`src/include/pdr_pkg.sv`:
```
// Constants and types for the peripheral disable redirect block
package pdr_pkg;
  localparam int BUS_AW = 8;
  localparam int BUS_DW = 32;
  localparam int NPER = 3;
  localparam logic [BUS_AW-1:0] ADC_OFFSET = 8'h80;
  localparam logic [7:0] ADC_RESET = 8'h00;
  // Writable bits; reserved 6-5 and 3 read zero
  localparam logic [7:0] ADC_RW_MASK = 8'h97;
  localparam int SP1_DIS_BIT = 0;
  localparam int SP2_DIS_BIT = 1;
  localparam int CLK_DIS_BIT = 2;
  localparam int GAP_TGT_BIT = 4;
  localparam int WPV_ENB_BIT = 7;
  // Peripheral index: 0 serial one, 1 serial two, 2 clock
  localparam int PER_SP1 = 0;
  localparam int PER_SP2 = 1;
  localparam int PER_CLK = 2;
  localparam logic [NPER-1:0][2:0] PER_DIS_BIT = {3'h2, 3'h1, 3'h0};
  // Legacy I/O placements, plain defaults
  localparam logic [NPER-1:0][15:0] PER_FIRST =
    {16'h0070, 16'h02f8, 16'h03f8};
  localparam logic [NPER-1:0][15:0] PER_LAST =
    {16'h0071, 16'h02ff, 16'h03ff};
  localparam logic [15:0] GAP_FIRST = 16'h0000;
  localparam logic [15:0] GAP_LAST = 16'h03ff;

  typedef struct packed {
    logic valid;
    logic memory_mapped_config_regs;
    logic write;
    logic [15:0] addr;
  } pdr_io_req_t;

  typedef struct packed {
    logic valid;
    logic write;
    logic [NPER-1:0] per;
    logic other;
    logic memory_mapped_config_regs;
    logic gp;
    logic gp_cs;
    logic pci;
  } pdr_route_t;

  typedef struct packed {
    logic [7:0] adc;
    logic bus_wait;
    logic [7:0] rdata;
    pdr_route_t route;
    logic [NPER-1:0] irq;
    logic [NPER-1:0] active;
  } pdr_state_t;

  localparam pdr_state_t PDR_ST_RESET = '{
    adc: ADC_RESET, bus_wait: 1'b1, active: 3'h7, default: '0};
endpackage : pdr_pkg

```
`src/rtl/pdr_top.sv`:
```
// Peripheral disable redirect: control register and I/O routing
//
// Functional notes
// Clock disable clear keeps clock served internally
// Clock disable set sends clock range externally
// Clock interrupt stays wired to controller
// Software clears clock interrupt enables first
// Window chip select allowed in clock range
// Serial two disable routes range externally
// Serial two interrupt stays wired
// Window chip select allowed, serial two range
// Serial one disable routes range externally
// Serial one interrupt stays wired
// Window chip select allowed, serial one range
// All three disable bits reset to zero
// Software disables replaced units early at boot
// Config register accesses always stay internal
// Software avoids config regs of disabled ports
// Gap target never diverts disabled units
// Gap target steers unoccupied legacy addresses
// Disabled unit never selected nor driving
//
// Chosen here: register access over Avalon-MM and the register addresses.
`timescale 1ns/1ps
module pdr_top
  import pdr_pkg::*;
(
  input wire logic clk,
  input wire logic nrst,
  input wire logic [BUS_AW-1:0] avs_address,
  input wire logic avs_read,
  input wire logic avs_write,
  input wire logic [BUS_DW-1:0] avs_writedata,
  input wire logic [BUS_DW/8-1:0] avs_byteenable,
  output logic [BUS_DW-1:0] avs_readdata,
  output logic avs_waitrequest,
  input wire pdr_io_req_t io_req,
  input wire logic win_gp_hit,
  input wire logic other_int_hit,
  input wire logic [NPER-1:0] irq_in,
  output pdr_route_t io_route,
  output logic [NPER-1:0] irq_to_ctrl,
  output logic [NPER-1:0] per_active,
  output logic wpv_irq_enable,
  output logic legacy_io_gap_target
);

  logic [1:0] rst_sync_r;
  logic rst_n;
  pdr_state_t st_r;
  pdr_state_t st_nxt;
  logic [NPER-1:0] per_hit;
  logic [NPER-1:0] dis;
  logic bus_req;
  logic adc_sel;
  logic [7:0] adc_wr;

  // Async assert, release through two flops
  always_ff @(posedge clk or negedge nrst) begin
    if (!nrst) begin
      rst_sync_r <= 2'b00;
    end else begin
      rst_sync_r <= {rst_sync_r[0], 1'b1};
    end
  end
  assign rst_n = rst_sync_r[1];

  // Per-unit range decode and disable lookup
  generate
    for (genvar i = 0; i < NPER; i++) begin : g_per
      assign per_hit[i] = io_req.valid && !io_req.memory_mapped_config_regs &&
        (io_req.addr >= PER_FIRST[i]) &&
        (io_req.addr <= PER_LAST[i]);
      assign dis[i] = st_r.adc[PER_DIS_BIT[i]];
    end
  endgenerate

  assign bus_req = avs_read | avs_write;
  assign adc_sel = (avs_address == ADC_OFFSET);
  assign adc_wr = avs_writedata[7:0] & ADC_RW_MASK;

  always_comb begin
    st_nxt = st_r;
    // One wait cycle, then a single answer cycle
    st_nxt.bus_wait = !(bus_req && st_r.bus_wait);
    if (bus_req && st_r.bus_wait) begin
      st_nxt.rdata = adc_sel ? (st_r.adc & ADC_RW_MASK) : 8'h00;
    end
    // Write lands only on the answer edge
    if (avs_write && !st_r.bus_wait && adc_sel &&
        avs_byteenable[0]) begin
      st_nxt.adc = adc_wr;
    end
    for (int k = 0; k < NPER; k++) begin
      st_nxt.active[k] = !st_nxt.adc[PER_DIS_BIT[k]];
    end
    // Interrupt lines pass regardless of disables
    st_nxt.irq = irq_in;
    st_nxt.route = '0;
    st_nxt.route.valid = io_req.valid;
    st_nxt.route.write = io_req.write;
    if (io_req.valid) begin
      if (io_req.memory_mapped_config_regs) begin
        // Unit config registers are internal only
        st_nxt.route.memory_mapped_config_regs = 1'b1;
      end else if (|per_hit) begin
        st_nxt.route.per = per_hit & ~dis;
        st_nxt.route.gp = |(per_hit & dis);
        // A window may add a chip select here
        st_nxt.route.gp_cs = |(per_hit & dis) && win_gp_hit;
      end else if (other_int_hit) begin
        st_nxt.route.other = 1'b1;
      end else if (win_gp_hit) begin
        st_nxt.route.gp = 1'b1;
        st_nxt.route.gp_cs = 1'b1;
      end else if (io_req.addr >= GAP_FIRST &&
                   io_req.addr <= GAP_LAST) begin
        st_nxt.route.gp = !st_r.adc[GAP_TGT_BIT];
        st_nxt.route.pci = st_r.adc[GAP_TGT_BIT];
      end else begin
        st_nxt.route.pci = 1'b1;
      end
    end
  end

  always_ff @(posedge clk or negedge rst_n) begin
    if (!rst_n) begin
      st_r <= PDR_ST_RESET;
    end else begin
      st_r <= st_nxt;
    end
  end

  assign avs_readdata = {24'h000000, st_r.rdata};
  assign avs_waitrequest = st_r.bus_wait;
  assign io_route = st_r.route;
  assign irq_to_ctrl = st_r.irq;
  assign per_active = st_r.active;
  assign wpv_irq_enable = st_r.adc[WPV_ENB_BIT];
  assign legacy_io_gap_target = st_r.adc[GAP_TGT_BIT];
endmodule : pdr_top

```
`config.mk`:
```
export PLATFORM = sky130hd
export DESIGN_NAME = pdr_top
export DESIGN_NICKNAME = d
export VERILOG_FILES = /design/src/include/pdr_pkg.sv /design/src/rtl/pdr_top.sv
export SDC_FILE = /design/constraint.sdc
export NUM_CORES = 1
export LEC_CHECK = 0
export BUFFER_PORTS_ARGS = -buffer_cell sky130_fd_sc_hd__clkbuf_2
export CAP_MARGIN = 20
export CORE_ASPECT_RATIO = 0.9
export CORE_MARGIN = 2
export CORE_UTILIZATION = 37
export DETAILED_ROUTE_END_ITERATION = 12
export PLACE_DENSITY = 0.8
export SLEW_MARGIN = 20
export SYNTH_ARGS = -nofsm -noshare
export SYNTH_HDL_FRONTEND = slang
export SYNTH_SLANG_ARGS = --single-unit
```
`constraint.sdc`:
```
create_clock -name clk -period 1.05 [get_ports clk]
set_clock_uncertainty 0.05 [all_clocks]
set_input_delay 0 -clock clk [delete_from_list [all_inputs] [get_ports clk]]
set_output_delay 0 -clock clk [all_outputs]
set_load 0.01 [all_outputs]
```
# Word level (Yosys, flattened, before mapping)
# Index checks and enable logic that the tools add are counted.
dict set report totals {
  register_bits 32
  output_inout_bits 51
}
dict set report classes {
  magnitude_cmp 7
  eq_ne 1
  muxes 17
  n_bitwise 4
  reduce_logical 22
}
# cell n
set op_table {}
lappend op_table {{$ge 16x10->1 const B} 2}
lappend op_table {{$le 16x10->1 const B} 2}
lappend op_table {{$ge 16x1->1 const B} 1}
lappend op_table {{$ge 16x7->1 const B} 1}
lappend op_table {{$le 16x7->1 const B} 1}
lappend op_table {{$mux 8} 2}
lappend op_table {{$logic_and 1x1->1} 13}
lappend op_table {{$mux 3} 4}
lappend op_table {{$mux 1} 9}
lappend op_table {{$eq 8x8->1 const B} 1}
lappend op_table {{$logic_not 1->1} 7}
lappend op_table {{$and 3x3->3} 2}
lappend op_table {{$reduce_or 3->1} 2}
lappend op_table {{$mux 4} 1}
lappend op_table {{$not 3->3} 1}
lappend op_table {{$mux 2} 1}
lappend op_table {{$or 1x1->1} 1}

# Depth between registers and ports, before layout
dict set report logic_depth {
  ltp_word 10
  ltp_mapped 5
  depth_no_buf 4
}

# Worst setup path after synthesis
# No wires, ideal clock.
dict set report synth_path {
  kind {input to register}
  from {input port io_req[10] (netlist bit)}
  to {register st_r, in the netlist io_route[1]}
  setup_ns 0.096
  arrival_ns 1.258
  slack_ns -0.354
  cell_stages 4
  n_path_buf 0
  cell_sequence {or4_4 nor4_4 a211oi_2 nor4_2}
}
# item line
set synth_lines {}
lappend synth_lines {{start: declaration} pdr_top.sv:37} ;# input wire pdr_io_req_t io_req,
lappend synth_lines {{end signal: assignment} pdr_top.sv:130} ;# st_r <= st_nxt;
lappend synth_lines {{end: declaration} pdr_top.sv:50} ;# pdr_state_t st_r;

# Final worst setup path
dict set report layout_path {
  from {register st_r, in the netlist avs_waitrequest}
  to {register st_r, in the netlist legacy_io_gap_target}
}
dict set report layout_via {
  elab_chain_len 4
}
# item line
set layout_lines {}
lappend layout_lines {{$logic_not 1->1} pdr_top.sv:90} ;# if (avs_write && !st_r.bus_wait && adc_sel &&
lappend layout_lines {{$logic_and 1x1->1 (3 in a row)} pdr_top.sv:90}
# Every way passes these cells.
# A chain may end at the register's enable or synchronous reset.

==> run metrics <==
ant diodes=0; Die ar.=4152 um^2; Fin. Hold Viols=1; Via Count=1159; Critical Path Source=avs_waitrequest$_DFF_PN1_; Synth Register Bits=29; Setup TNS=-3.400 ns; total of max-cap violations=0; wire per inst=roughly 12 um; vias in the first global route=1014; Fillers=about 280; EDFF count, synth=0; Residual DRC=0; PnR worst setup slack=-0.2697 ns; HPWL after DPL=2442 um; DR vias/cell=roughly 4.4; GRT Util Overall=0.1572; Pins Over Slew Limit=0; nets=290; total power=about 2.4 mW; Reg-to-Reg Start=avs_waitrequest$_DFF_PN1_; Max Freq=between 700 and 800 MHz; register area share after synthesis=0.5407; Static Leak=between 1 and 1.5 nW; CTS tree=done; # setup viols final=19; Post-CTS Hold Buffers=15; hold_ws=-0.1056 ns; status=complete, but fails checks; fin crit share=1.257; Hold Crit Start=avs_read; synthesized netlist cell count=about 110; antenna violations before repair=0; Yosys warnings=0; crit path time final=approximately 1.3 ns; CTS H-tree depth=2; Root Driver=clkbuf_8; RSZ-0062 raised after global routing=true; Reg clk slew, reported paths=0.06 ns; clk buf depth=2; Req. time, crit path=between 1 and 1.5 ns; Mean Syn Cell Area=approximately 12 um^2; PwrDens=approximately 1100 nW/um^2; VDD IR max=between 0.0004 and 0.0005 V; I/O pins=123; CP Class=reg -> reg; ys async rst share=1.000; Port-buffer cells=64; clk sink count=29; largest net degree at the start of global routing=23; grt total ovfl=0; first-pass GRT wire length=roughly 4600 um; core area=around 3400 um^2; drt total wl=between 3000 and 4000 um; die height=61.33 um; failing checks=hold timing, setup timing; share of layout cells above drive strength 1=0.5413; CTS Buf Count=5; Synth Flop Type=dfrtp_1; Crit. End Element=flop; CP max FO=7; num rows=20; 1st-iter DRT viols=90; worst skew pair latency=between 0.2 and 0.3 ns; top-area cell type share of the netlist area=0.4630; DRT Pass-1 Iters=4; most frequent cells after synthesis=27 x buf_4, 25 x dfrtp_1, 5 x a22o_1, 5 x mux2_1, 5 x nor3_1; pre-CTS WS=-0.4860 ns; final core utilization=0.6350; Initial Util=0.3942; DRT antenna net count=0; area growth from synthesis to layout=61.11%; gp weighted congestion=between 0.7 and 0.8; synth top area cells=dfrtp_1 46%, buf_4 15%, dfstp_2 7.8%; Netlist cell types=33; Worst EP arrival=around 1.4 ns; Cell Area, Synth=1351 um^2; worst hold path type=in -> reg; count leader, synth=buf_4; Setup crit start kind=flop; biggest area consumer among synthesized cells=dfrtp_1; die width=just under 70 um
report_power, final:
part / total (mW) / switching, mW / internal [mW]
clock: 0.882 / 0.364 / 0.518
combinational: 0.389 / 0.193 / 0.195
sequential: 1.17 / 0.0161 / 1.15
sequential cells by signal, summed over array words and instances, names as in the netlist:
signal and count:
avs_readdata 5, avs_waitrequest 1, dis 3, io_route 10
irq_to_ctrl 3, legacy_io_gap_target 1, per_active 3, rst_sync_r 2
wpv_irq_enable 1
layout by cell type, fill, tap and decap left out, types with 2 or more instances in the layout:
| cell type | netlist | routed |
|---|---|---|
| clkbuf_2 | 0 | 62 |
| conb_1 | 2 | 28 |
| dfrtp_1 | 25 | 24 |
| buf_4 | 27 | 18 |
| dlygate4sd3_1 | 0 | 15 |
| clkbuf_8 | 0 | 6 |
| mux2_4 | 0 | 5 |
| a22o_1 | 5 | 5 |
| buf_6 | 0 | 5 |
| mux2i_1 | 4 | 4 |
| dfstp_2 | 4 | 4 |
| nor3_1 | 5 | 3 |
| nor4_4 | 1 | 2 |
| nand2_1 | 2 | 2 |
| or3_4 | 0 | 2 |
| nand3_1 | 2 | 2 |
| nand2b_1 | 2 | 2 |
| or3_1 | 4 | 2 |
| inv_1 | 2 | 2 |
| nor2_1 | 3 | 2 |
repair_timing:
item / CTS / global route
resized for setup: 5 / 14
buffers inserted: 1 / 2
pin swaps: 7 / 4
endpoints found under the hold margin: 20 / 1
endpoints found under the setup margin: 21 / 20
worst max-delay path, cell delays in order (launching register included):
cell and delay, ns:
dfstp_2 0.37, or3_4 0.33, buf_6 0.15, mux2_4 0.30
per-stage QoR:
stage          hold WS [ns]  cells  instance area [um^2]
3_5_place_dp        -0.2609    238                  1847
5_1_grt             -0.1046    262                  2177
6_report            -0.1056    262                  2177
2_1_floorplan       -0.3456    138                  1523
3_3_place_gp        -0.2641    238                  1847
4_1_cts             -0.1165    261                  2112
cell type report:
class	instances	area, um^2	share of cell area
clock buffers	7	86.33	0.03966
inverters	2	7.507	0.003448
multi-input cells	79	624.3	0.2868
flip-flops and latches	29	732.0	0.3362
well taps	44	55.05	0.02529
repair buffers	101	671.9	0.3086
final timing paths:
path | endpoint | slack (ns) | cells past startpoint
worst max-delay path | legacy_io_gap_target$_DFFE_PN0P_ | -0.27 | 3
max in group asynchronous | per_active[2]$_DFF_PN1_ | 0.41 | 1
worst min-delay path | avs_waitrequest$_DFF_PN1_ | -0.11 | 2
worst min register to register | irq_to_ctrl[0]$_DFF_PN0_ | 0.06 | 0
worst max register to register | legacy_io_gap_target$_DFFE_PN0P_ | -0.27 | 3
min in group asynchronous | rst_sync_r[0]$_DFF_PN0_ | 0.02 | 2
per-layer routing:
layer  track usage  up-vias  share of wire
li1              -      552              -
met1        0.1838      529           0.39
met2        0.2675       73           0.49
met3       0.03839        5           0.10
met4       0.08746        0          0.018
met5             0        -              0
kinds of logic (layout without fill, tap and decap cells):
| logic type | count (synthesis) | after routing | synth area share |
|---|---|---|---|
| AO/OA/AOI/OAI | 15 | 15 | 0.08889 |
| buffers and inverters | 30 | 110 | 0.1593 |
| flip-flops | 29 | 29 | 0.5407 |
| multiplexers | 9 | 9 | 0.07129 |
| other | 2 | 28 | 0.005558 |
| AND/OR/NAND/NOR | 27 | 27 | 0.1343 |
No activity file was read; power rests on OpenSTA's default activity.
